`config.mk`:
```
export PLATFORM = sky130hd
export DESIGN_NAME = oc4h_cfg_word
export DESIGN_NICKNAME = d
export VERILOG_FILES = /design/src/hw/oc4h_pkg.sv /design/src/hw/oc4h_buf_decode.sv /design/src/hw/oc4h_cfg_word.sv /design/src/hw/oc4h_pin_drive.sv
export SDC_FILE = /design/constraint.sdc
export NUM_CORES = 1
export LEC_CHECK = 0
export ABC_AREA = 1
export ABC_CLOCK_PERIOD_IN_PS = 900
export CORE_ASPECT_RATIO = 1.4
export CORE_UTILIZATION = 45
export CTS_CLUSTER_SIZE = 30
export DETAILED_ROUTE_END_ITERATION = 8
export DONT_BUFFER_PORTS = 1
export PLACE_DENSITY_LB_ADDON = 0.3
export SYNTH_ARGS = -nofsm -noshare
export SYNTH_HDL_FRONTEND = slang
export SYNTH_SLANG_ARGS = --single-unit
export TNS_END_PERCENT = 50
```
`constraint.sdc`:
```
create_clock -name core_clk_i -period 0.9 [get_ports core_clk_i]
set_input_delay 0.18 -clock core_clk_i [delete_from_list [all_inputs] [get_ports core_clk_i]]
set_output_delay 0.18 -clock core_clk_i [all_outputs]
set_load 0.02 [all_outputs]
```
`src/hw/oc4h_pkg.sv`:
```
package oc4h_pkg;

	// register map
	localparam int          ADDR_W          = 4;
	localparam logic [3:0]  CFG_WORD_ADDR   = 4'h4;
	localparam int          WORD_W          = 28;
	localparam logic [27:0] CFG_RESET_VALUE = 28'h0000000;

	// field positions
	localparam int RSVD_LO_LSB    = 0;
	localparam int RSVD_LO_W      = 4;
	localparam int HOLD_BIT       = 4;
	localparam int RSVD5_BIT      = 5;
	localparam int PHASE_LSB      = 6;
	localparam int PHASE_W        = 7;
	localparam int RATIO_LSB      = 13;
	localparam int RATIO_W        = 7;
	localparam int DIV_EN_BIT     = 20;
	localparam int HI_SWING_BIT   = 21;
	localparam int POS_MODE_LSB   = 22;
	localparam int NEG_MODE_LSB   = 24;
	localparam int PIN_MODE_W     = 2;
	localparam int BUF_TYPE_LSB   = 26;
	localparam int BUF_TYPE_W     = 2;
	localparam int BUF_PATTERN_LSB = 22;
	localparam int BUF_PATTERN_W   = 6;

	// pin mode field {y, x}
	localparam logic [1:0] PIN_MODE_NORMAL   = 2'h0;
	localparam logic [1:0] PIN_MODE_INVERTED = 2'h1;
	localparam logic [1:0] PIN_MODE_HIZ      = 2'h2;
	localparam logic [1:0] PIN_MODE_LOW      = 2'h3;

	// buffer type field {y, x}; zero means single ended
	localparam logic [1:0] BUF_TYPE_SINGLE = 2'h0;

	// bits 27..22 of the word
	localparam logic [5:0] PATTERN_PECL     = 6'h20;
	localparam logic [5:0] PATTERN_LVDS     = 6'h3A;
	localparam logic [5:0] PATTERN_DISABLED = 6'h1A;

	typedef enum logic [2:0] {
		OC4H_BUF_SINGLE,
		OC4H_BUF_PECL,
		OC4H_BUF_LVDS,
		OC4H_BUF_OFF,
		OC4H_BUF_ILLEGAL
	} oc4h_buf_e;

endpackage

```
`src/hw/oc4h_buf_decode.sv`:
```
`timescale 1ns/1ps
module oc4h_buf_decode (
	input  wire logic [5:0]          pattern_i, // word bits 27..22
	output oc4h_pkg::oc4h_buf_e      type_o     // decoded buffer type
);

	always_comb begin
		// single ended wins regardless of the pin mode bits
		if (pattern_i[5:4] == oc4h_pkg::BUF_TYPE_SINGLE) begin
			type_o = oc4h_pkg::OC4H_BUF_SINGLE;
		end else if (pattern_i == oc4h_pkg::PATTERN_PECL) begin
			type_o = oc4h_pkg::OC4H_BUF_PECL;
		end else if (pattern_i == oc4h_pkg::PATTERN_LVDS) begin
			type_o = oc4h_pkg::OC4H_BUF_LVDS;
		end else if (pattern_i == oc4h_pkg::PATTERN_DISABLED) begin
			type_o = oc4h_pkg::OC4H_BUF_OFF;
		end else begin
			type_o = oc4h_pkg::OC4H_BUF_ILLEGAL;
		end
	end

endmodule // oc4h_buf_decode

```
`src/hw/oc4h_cfg_word.sv`:
```
// Notes on behaviour
// - config word lives at address 0x04
// - hold bit 4 clear keeps charge pump running
// - bits 6..12 select coarse phase
// - bits 13..19 select divider ratio
// - bit 20 enables the channel divider
// - bit 21 selects high swing, differential
// - bits 22..23 positive pin mode
// - bits 24..25 negative pin mode
// - modes: normal, inverted, high impedance, low
// - buffer bits zero means single ended
`timescale 1ns/1ps
module oc4h_cfg_word #(
	parameter logic [27:0] RESET_VALUE = oc4h_pkg::CFG_RESET_VALUE
) (
	input  wire logic        core_clk_i,     // core clock
	input  wire logic        rstn_i,         // async reset, active low
	input  wire logic [3:0]  cfg_addr_i,     // control port address
	input  wire logic [27:0] cfg_wdata_i,    // control port write data
	input  wire logic        cfg_wr_i,       // write strobe
	input  wire logic        cfg_rd_i,       // read strobe
	output logic      [27:0] cfg_rdata_o,    // read data
	output logic             cfg_ack_o,      // access answered
	input  wire logic        nvm_load_i,     // stored word valid
	input  wire logic [27:0] nvm_word_i,     // stored word
	output logic             nvm_loaded_o,   // word came from nvm
	input  wire logic        ref_lost_i,     // reference clock lost
	output logic             cp_active_o,    // charge pump running
	output logic             holdover_o,     // loop held, pump off
	output logic      [6:0]  phase_sel_o,    // coarse phase select
	output logic      [6:0]  ratio_sel_o,    // divider ratio select
	output logic             div_en_o,       // divider enable
	output logic             hi_swing_o,     // high swing select
	output logic      [2:0]  buf_type_o,     // buffer type code
	input  wire logic        clk4_i,         // channel clock sample
	output logic             pos_pin_o,      // positive pin level
	output logic             pos_pin_oe_o,   // positive pin driven
	output logic             neg_pin_o,      // negative pin level
	output logic             neg_pin_oe_o    // negative pin driven
);

	logic [27:0]         word_d;
	logic [27:0]         word_q;
	logic                loaded_d;
	logic                loaded_q;
	logic [27:0]         rdata_d;
	logic [27:0]         rdata_q;
	logic                ack_d;
	logic                ack_q;
	logic                cp_d;
	logic                cp_q;
	logic                hold_d;
	logic                hold_q;
	logic [6:0]          phase_d;
	logic [6:0]          phase_q;
	logic [6:0]          ratio_d;
	logic [6:0]          ratio_q;
	logic                div_en_d;
	logic                div_en_q;
	logic                swing_d;
	logic                swing_q;
	logic [2:0]          buf_d;
	logic [2:0]          buf_q;
	logic                hit;
	logic                se_mode;
	logic                diff_mode;
	oc4h_pkg::oc4h_buf_e buf_type;
	logic [1:0]          pin_mode [2];
	logic [1:0]          pin_val;
	logic [1:0]          pin_oe;

	assign hit = (cfg_addr_i == oc4h_pkg::CFG_WORD_ADDR);

	// register word and read port
	always_comb begin
		word_d   = word_q;
		loaded_d = loaded_q;
		rdata_d  = rdata_q;
		ack_d    = 1'b0;
		// the stored word wins over a host write in the same cycle
		if (nvm_load_i) begin
			word_d   = nvm_word_i;
			loaded_d = 1'b1;
		end else if (cfg_wr_i && hit) begin
			word_d = cfg_wdata_i;
		end
		if (cfg_wr_i || cfg_rd_i) begin
			ack_d = 1'b1;
		end
		if (cfg_rd_i) begin
			if (hit) begin
				rdata_d = word_q;
			end else begin
				rdata_d = '0;
			end
		end
	end

	always_ff @(posedge core_clk_i or negedge rstn_i) begin
		if (!rstn_i) begin
			word_q   <= RESET_VALUE;
			loaded_q <= 1'b0;
			rdata_q  <= '0;
			ack_q    <= 1'b0;
		end else begin
			word_q   <= word_d;
			loaded_q <= loaded_d;
			rdata_q  <= rdata_d;
			ack_q    <= ack_d;
		end
	end

	oc4h_buf_decode u_buf_decode (
		.pattern_i (word_q[oc4h_pkg::BUF_PATTERN_LSB +:
			oc4h_pkg::BUF_PATTERN_W]),
		.type_o    (buf_type)
	);

	assign se_mode   = (buf_type == oc4h_pkg::OC4H_BUF_SINGLE);
	assign diff_mode = (buf_type == oc4h_pkg::OC4H_BUF_PECL) ||
		(buf_type == oc4h_pkg::OC4H_BUF_LVDS);

	assign pin_mode[0] = word_q[oc4h_pkg::POS_MODE_LSB +:
		oc4h_pkg::PIN_MODE_W];
	assign pin_mode[1] = word_q[oc4h_pkg::NEG_MODE_LSB +:
		oc4h_pkg::PIN_MODE_W];

	// one driver per pin of the channel
	for (genvar i = 0; i < 2; i++) begin : g_pin
		oc4h_pin_drive u_pin (
			.core_clk_i (core_clk_i),
			.rstn_i     (rstn_i),
			.se_mode_i  (se_mode),
			.mode_i     (pin_mode[i]),
			.clk4_i     (clk4_i),
			.pin_o      (pin_val[i]),
			.pin_oe_o   (pin_oe[i])
		);
	end

	// channel controls
	always_comb begin
		// with hold set, a lost reference freezes the pump
		hold_d   = word_q[oc4h_pkg::HOLD_BIT] && ref_lost_i;
		cp_d     = !hold_d;
		phase_d  = word_q[oc4h_pkg::PHASE_LSB +: oc4h_pkg::PHASE_W];
		ratio_d  = word_q[oc4h_pkg::RATIO_LSB +: oc4h_pkg::RATIO_W];
		div_en_d = word_q[oc4h_pkg::DIV_EN_BIT];
		swing_d  = word_q[oc4h_pkg::HI_SWING_BIT] && diff_mode;
		buf_d    = buf_type;
	end

	always_ff @(posedge core_clk_i or negedge rstn_i) begin
		if (!rstn_i) begin
			cp_q     <= 1'b1;
			hold_q   <= 1'b0;
			phase_q  <= '0;
			ratio_q  <= '0;
			div_en_q <= 1'b0;
			swing_q  <= 1'b0;
			buf_q    <= '0;
		end else begin
			cp_q     <= cp_d;
			hold_q   <= hold_d;
			phase_q  <= phase_d;
			ratio_q  <= ratio_d;
			div_en_q <= div_en_d;
			swing_q  <= swing_d;
			buf_q    <= buf_d;
		end
	end

	assign cfg_rdata_o  = rdata_q;
	assign cfg_ack_o    = ack_q;
	assign nvm_loaded_o = loaded_q;
	assign cp_active_o  = cp_q;
	assign holdover_o   = hold_q;
	assign phase_sel_o  = phase_q;
	assign ratio_sel_o  = ratio_q;
	assign div_en_o     = div_en_q;
	assign hi_swing_o   = swing_q;
	assign buf_type_o   = buf_q;
	assign pos_pin_o    = pin_val[0];
	assign pos_pin_oe_o = pin_oe[0];
	assign neg_pin_o    = pin_val[1];
	assign neg_pin_oe_o = pin_oe[1];

endmodule // oc4h_cfg_word

```
`src/hw/oc4h_pin_drive.sv`:
```
`timescale 1ns/1ps
module oc4h_pin_drive (
	input  wire logic       core_clk_i, // core clock
	input  wire logic       rstn_i,     // async reset, active low
	input  wire logic       se_mode_i,  // channel is single ended
	input  wire logic [1:0] mode_i,     // pin mode field {y, x}
	input  wire logic       clk4_i,     // channel clock sample
	output logic            pin_o,      // pin level
	output logic            pin_oe_o    // pin driven
);

	logic pin_d;
	logic pin_q;
	logic oe_d;
	logic oe_q;

	always_comb begin
		pin_d = 1'b0;
		oe_d  = 1'b0;
		if (se_mode_i) begin
			case (mode_i)
				oc4h_pkg::PIN_MODE_NORMAL: begin
					pin_d = clk4_i;
					oe_d  = 1'b1;
				end
				oc4h_pkg::PIN_MODE_INVERTED: begin
					pin_d = ~clk4_i;
					oe_d  = 1'b1;
				end
				oc4h_pkg::PIN_MODE_LOW: begin
					pin_d = 1'b0;
					oe_d  = 1'b1;
				end
				default: begin
					pin_d = 1'b0;
					oe_d  = 1'b0;
				end
			endcase
		end
	end

	always_ff @(posedge core_clk_i or negedge rstn_i) begin
		if (!rstn_i) begin
			pin_q <= 1'b0;
			oe_q  <= 1'b0;
		end else begin
			pin_q <= pin_d;
			oe_q  <= oe_d;
		end
	end

	assign pin_o    = pin_q;
	assign pin_oe_o = oe_q;

endmodule // oc4h_pin_drive

```
==> metrics.md, run 1 <==
| Metric | Value |
|---|---|
| Status | `complete, but fails checks` |
| Failing checks | `hold timing, setup timing` |
| Hold-fix buffers at CTS | `4` |
| Critical path class | `reg -> out` |
| H-tree Lvls | `3` |
| Total power | `between 8 and 9 mW` |
| R2R cell count | `5` |
| Worst reg-to-reg setup slack | `-70 ps` |
| Number of flops mapped to enable cells by yosys | `0` |
| Synth area leader | `dfrtp_1` |
| Initial Utilization | `46.4%` |
| P_int | `6.24 mW` |
| Detailed placement HPWL | `5.35 mm` |
| Syn Nets | `463` |
| Register area share after synthesis | `57.7%` |
| First-pass GRT wire length | `13.3 mm` |
| Drt initial violations | `129` |
| Hold slack final | `-488 ps` |
| Peak supply drop | `roughly 0.0010 V` |
| Comb power frac | `under 10%` |
| CTS buffer count | `9` |
| Placed inst area | `~3900 um2` |
| GRT Total Usage | `21.2%` |
| Die area | `8370 um2` |
| Cell Area, Synth | `3600 um2` |
| Worst EP required | `just over 700 ps` |
| Worst flop-to-flop path endpoint | `buf_type_o[2]$_DFF_PN0_` |
| CP Launch Type | `register` |
| Synthesized area per cell | `9.09 um2` |
| Share of cells above drive strength 1 | `31.0%` |
| RR Startpoint | `word_q[23]$_DFFE_PN0P_` |
| Gr ovfl total | `0` |
| Primary FF master, synth | `dfrtp_1` |
| Synth area leaders | `dfrtp_1, nand2_1, nand3_2` |
| Slew Viols, Final | `0` |
| Final Setup Violations | `between 60 and 70` |
| Fmax | `894 MHz` |
| Final worst path period share | `124%` |
| DRC | `0` |
| Stages on the worst setup path | `0` |
| Worst EP arrival | `940 ps` |
| Sequential power share | `52.9%` |
| WL/cell | `15.5 um` |
| Clk buf depth | `2` |
| # diodes | `0` |
| CTS sink cnt | `83` |
| DR pass1 iterations | `4` |
| Max FO, Critical Path | `1` |
| Ports | `122` |
| Final Critical Period | `between 1000 and 1500 ps` |
| Relative slew slack | `87.0%` |
| Fin Clk Skew | `roughly 8 ps` |
| Die X | `about 78 um` |
| Crit path capture type | `output port` |
| DRT antenna net count | `0` |
| Clk network pwr share | `37.2%` |
| Core area | `7750 um2` |
| Number of global-route vias before repair | `about 2800` |
| Largest net degree at the start of global routing | `84` |
| Yosys cell types | `22` |
| Final Cell Area | `4360 um2` |
| Top-area cell type share of the netlist area | `around 57%` |
| Max_cap viols | `0` |
| Vias/cell | `~5.1` |
| Final WL | `about 8.2 mm` |
| Port Buffers | `0` |
| Row count | `38` |
| Gpl congestion | `0.780` |
| CTS tree | `yes` |
| Switching Share | `25.3%` |
| Root Driver | `clkbuf_8` |
| Cell Pwr Density | `1920 nW/um2` |
| CTS clk-pin slew, worst paths | `80 ps` |
| Layout overhead on the synthesized area | `21.1%` |
| Asr flop ratio synth | `between 90% and 100%` |
| # nets final | `494` |
| Clock Latency Late Sink | `360 ps` |
| Via count | `2699` |
| Worst setup margin | `-218 ps` |
| Worst hold-check path type | `in -> async` |
| Commonest cells post-synth | `nand2_1, dfrtp_1, inv_1, o22ai_1, nand3_2` |
| FF+latch count, synth | `between 80 and 90` |
| Final core utilization | `a little under three fifths` |
| Worst slew pin tran | `slightly below 200 ps` |
| Pleak | `2.10 nW` |
| Cells after synthesis | `396` |
| Final Hold Fails | `approximately 110` |
| Sw Pwr | `2.11 mW` |
| Antenna violations before repair | `0` |
| RSZ-0062 raised after global routing | `true` |
| Most common cell in the synthesized netlist | `nand2_1` |
| Synth warn | `0` |
| Die height | `108 um` |
[layout by cell type, fill, tap and decap left out, drive strengths merged]
cell / netlist / final
or2: 2 / 2
buf: 18 / 38
dlygate4sd3: 0 / 4
nand4: 1 / 1
bufinv: 0 / 2
clkinv: 0 / 1
nand2: 175 / 175
a21oi: 3 / 3
dfrtp: 82 / 82
nand3: 32 / 32
nor2: 12 / 12
o22ai: 28 / 28
inv: 37 / 37
nor3: 1 / 1
clkbuf: 4 / 13
dfstp: 1 / 1
[what timing repair did]
action / in CTS / in global routing
setup buffers: 1 / 6
endpoints found under the setup margin: 60 / 63
endpoints found under the hold margin: 116 / 112
cloned: 0 / 0
resized for setup: 48 / 21
pin swaps: 1 / 8
[final cells by class]
class,count,area (um2)
Clock buffer,13,169
Clock inverter,3,68.8
Fill cell,662,3390
Inverter,37,146
Multi-Input combinational cell,254,1250
Sequential cell,83,2130
Tap cell,100,125
Timing Repair Buffer,42,469
[through the flow]
stage	worst slack, ps	setup TNS (ps)	instances
2_1_floorplan	-12.7	-218	396
3_3_place_gp	10.5	0	505
3_5_place_dp	-62.7	-255	505
4_1_cts	-245	-7410	526
5_1_grt	-249	-8140	532
6_report	-218	-6230	532
[sequential cells by signal (all words and copies together) (netlist names)]
name	flops
div_en_o	1
g_pin.u_pin.pin_o	2
phase_sel_o	7
nvm_loaded_o	1
ratio_sel_o	7
hi_swing_o	1
g_pin.u_pin.pin_oe_o	2
word_q	28
cp_active_o	1
cfg_ack_o	1
holdover_o	1
buf_type_o	3
cfg_rdata_o	28
[worst max path at each step]
stage,from,end,slack (ps)
CTS,cp_active_o$_DFF_PN1_,cp_active_o,-240
detailed placement,word_q[25]$_DFFE_PN0P_,buf_type_o[2]$_DFF_PN0_,-60
global route,cp_active_o$_DFF_PN1_,cp_active_o,-250
floorplan,cfg_addr_i[2],word_q[26]$_DFFE_PN0P_,-10
global placement,word_q[25]$_DFFE_PN0P_,buf_type_o[2]$_DFF_PN0_,10
finish,cp_active_o$_DFF_PN1_,cp_active_o,-220
[power by group through the flow]
stage / sequential (mW) / combinational (mW) / clock (mW)
final: 4.42 / 0.829 / 3.11
after global routing: 4.45 / 0.929 / 3.33
after CTS: 4.40 / 0.767 / 3.19
after detailed placement: 4.45 / 0.736 / 0
after global placement: 4.44 / 0.707 / 0
after floorplan: 4.42 / 0.539 / 0
[per-layer routing]
layer / vias up / part of all wire, % / track usage [%]
met4: 0 / 4.7 / 16.7
met5: - / 0 / 0
met2: 81 / 51 / 35.0
met1: 1290 / 40 / 23.8
li1: 1300 / - / -
met3: 28 / 4.0 / 4.15
[logic make-up (layout without fill, tap and decap cells)]
family	Yosys count	in the layout	share of synthesized area, %
AND/OR/NAND/NOR	223	223	28.0
flip-flops	83	83	57.7
buffers and inverters	59	95	8.97
AO/OA/AOI/OAI	31	31	5.28
No activity file was read; power rests on OpenSTA's default activity.
==> run 2, diff against run 1 <==
--- a/config.mk
+++ b/config.mk
@@ -7,7 +7,7 @@
 export LEC_CHECK = 0
 export ABC_AREA = 1
 export ABC_CLOCK_PERIOD_IN_PS = 900
-export CORE_ASPECT_RATIO = 1.4
+export CORE_ASPECT_RATIO = 1.75
 export CORE_UTILIZATION = 45
 export CTS_CLUSTER_SIZE = 30
 export DETAILED_ROUTE_END_ITERATION = 8
==> metrics.md, run 2 (synthesis gave the netlist of run 1 again) <==
| Metric | Value |
|---|---|
| M1 GR Usage | `22.0% (was 23.8%)` |
| Worst setup margin | `-186 ps (was -218 ps)` |
| Largest net degree at the start of global routing | `84 (unchanged)` |
| Status | `complete, but fails checks (unchanged)` |
| # diodes | `0 (unchanged)` |
| Worst flop-to-flop path endpoint | `buf_type_o[0]$_DFF_PN0_ (was buf_type_o[2]$_DFF_PN0_)` |
| Most frequent cells in the layout | `nand2_1, dfrtp_1, dfrtp_2, inv_1, o22ai_1 (unchanged)` |
| Critical path class | `reg -> out (unchanged)` |
| Cell Pwr Density | `2150 nW/um2 (was 1920 nW/um2)` |
| Clk buf depth | `2 (unchanged)` |
| CTS tree | `yes (unchanged)` |
| Peak supply drop | `0.00161 V (was 0.00104 V)` |
| DRT antenna net count | `0 (unchanged)` |
| Detailed placement HPWL | `5.19 mm (was 5.35 mm)` |
| Layout overhead on the synthesized area | `25.3% (was 21.1%)` |
| GRT Total Usage | `19.5% (was 21.2%)` |
| GR Layer Usage met2 | `33.7% (was 35.0%)` |
| DRC | `0 (unchanged)` |
| Die height | `120 um (was 108 um)` |
| Total power | `9.70 mW (was 8.36 mW)` |
| Busiest grt layer | `met2 (unchanged)` |
| Gpl congestion | `0.750 (was 0.780)` |
| Gr ovfl total | `0 (unchanged)` |
| Non-Filler Instances | `527 (was 532)` |
| CTS buffer count | `9 (unchanged)` |
| CTS sink cnt | `83 (unchanged)` |
| First-pass GRT wire length | `12.6 mm (was 13.3 mm)` |
| Final core utilization | `58.8% (was 56.2%)` |
| Fin Clk Skew | `5.08 ps (was 7.96 ps)` |
| Pleak | `2.19 nW (was 2.10 nW)` |
| Worst reg-to-reg setup slack | `-60 ps (was -70 ps)` |
| Final Cell Area | `4510 um2 (was 4360 um2)` |
| RSZ-0062 raised after global routing | `true (unchanged)` |
| Die X | `69.6 um (was 77.6 um)` |
| RR Startpoint | `word_q[23]$_DFFE_PN0P_ (unchanged)` |
| Hold-fix buffers at CTS | `4 (unchanged)` |
| Met3 Use GR | `4.92% (was 4.15%)` |
| Port Buffers | `0 (unchanged)` |
| CTS clk-pin slew, worst paths | `60 ps (was 80 ps)` |
| Number of global-route vias before repair | `2610 (was 2787)` |
| Final WL | `7.97 mm (was 8.24 mm)` |
| Worst hold-check path type | `in -> async (unchanged)` |
| Max_cap viols | `0 (unchanged)` |
| # nets final | `501 (was 494)` |
| Placed insts | `498 (was 505)` |
| Worst EP required | `720 ps (about the same)` |
| Via count | `2657 (was 2699)` |
| Fmax | `921 MHz (was 894 MHz)` |
| Initial Utilization | `46.9% (was 46.4%)` |
| R2R cell count | `5 (unchanged)` |
| Share of cells above drive strength 1 | `31.9% (was 31.0%)` |
| Row count | `42 (was 38)` |
| Worst slew pin tran | `309 ps (was 195 ps)` |
| Failing checks | `hold timing, setup timing (unchanged)` |
| Final setup TNS | `-4650 ps (was -6230 ps)` |
| Root Driver | `clkbuf_16 (was clkbuf_8)` |
| Worst EP arrival | `910 ps (was 940 ps)` |
| H-tree Lvls | `3 (unchanged)` |
| Core area | `7670 um2 (was 7750 um2)` |
| Dpl ws | `-73.5 ps (was -62.7 ps)` |
| Ports | `122 (unchanged)` |
| Crit path capture type | `output port (unchanged)` |
| Antenna violations before repair | `0 (unchanged)` |
| Drt initial violations | `135 (was 129)` |
| Slew Viols, Final | `0 (unchanged)` |
| Final worst path period share | `121% (was 124%)` |
| Placed inst area | `3860 um2 (was 3880 um2)` |
| Clock Latency Late Sink | `330 ps (was 360 ps)` |
| Filler cell count | `652 (was 662)` |
| Vias/cell | `5.04 (was 5.07)` |
| DR pass1 iterations | `5 (was 4)` |
| WL/cell | `15.1 um (was 15.5 um)` |
| Hold slack final | `-461 ps (was -488 ps)` |
| Final Setup Violations | `61 (was 62)` |
| CP Launch Type | `register (unchanged)` |
| Final Hold Fails | `112 (unchanged)` |
| Max FO, Critical Path | `1 (unchanged)` |
| Relative slew slack | `79.4% (was 87.0%)` |
| Final Critical Period | `1090 ps (was 1120 ps)` |
| Commonest non-fill, non-tap cell in the layout | `nand2_1 (unchanged)` |
| Die area | `8380 um2 (was 8370 um2)` |
## run 2: cell count changes in the layout (fill, tap and decap cells not counted), moves of 3 or more
| cell | change |
|---|---|
| clkbuf_8 | -12 |
| buf_4 | +10 |
| clkbuf_16 | +9 |
| dfrtp_1 | +6 |
| dfrtp_2 | -6 |
| buf_12 | -3 |
## run 2: how the worst max path moves through the flow
stage / start / end / cells after the start
4_1_cts: cp_active_o$_DFF_PN1_ / cp_active_o / 0
5_1_grt: cp_active_o$_DFF_PN1_ / cp_active_o / 0
2_1_floorplan: cfg_addr_i[2] / word_q[26]$_DFFE_PN0P_ / 7
3_3_place_gp: word_q[25]$_DFFE_PN0P_ / hi_swing_o$_DFF_PN0_ / 4
3_5_place_dp: word_q[25]$_DFFE_PN0P_ / hi_swing_o$_DFF_PN0_ / 4
6_report: cp_active_o$_DFF_PN1_ / cp_active_o / 0
## run 2: layer usage
layer	wire length, um	share of wire, %
met4	189	2.4
met1	3120	39
met5	0	0
met2	4260	53
met3	404	5.1
## run 2: layout make-up
| cell class | count | area, um2 | share of cell area (%) |
|---|---|---|---|
| clock buffer | 10 | 229 | 5.08 |
| clock inverter | 6 | 138 | 3.05 |
| inverter | 37 | 146 | 3.25 |
| multi-input combinational | 254 | 1280 | 28.4 |
| sequential | 83 | 2120 | 47.0 |
| tap | 88 | 110 | 2.44 |
| timing repair buffer | 49 | 484 | 10.7 |
## run 2: power by group
group / internal (mW) / leakage [nW] / switching [mW]
logic: 0.402 / 0.990 / 0.429
clock network: 3.00 / 0.177 / 1.44
registers: 4.04 / 1.02 / 0.390
total: 7.44 / 2.19 / 2.26
## run 2: worst reg2reg max path, cell delays in order (launching register included)
cell and delay (ps):
dfrtp_1 420, inv_2 70, nor2_4 130, buf_4 140
nand4_1 80, nand2_1 60
## run 2: timing repair
item | 4_1_cts | 5_1_grt
buffers inserted | 1 | 8
resized for setup | 55 | 16
pin swaps | 3 | 6
hold endpoints to repair | 116 | 112
setup endpoints to repair | 59 | 64
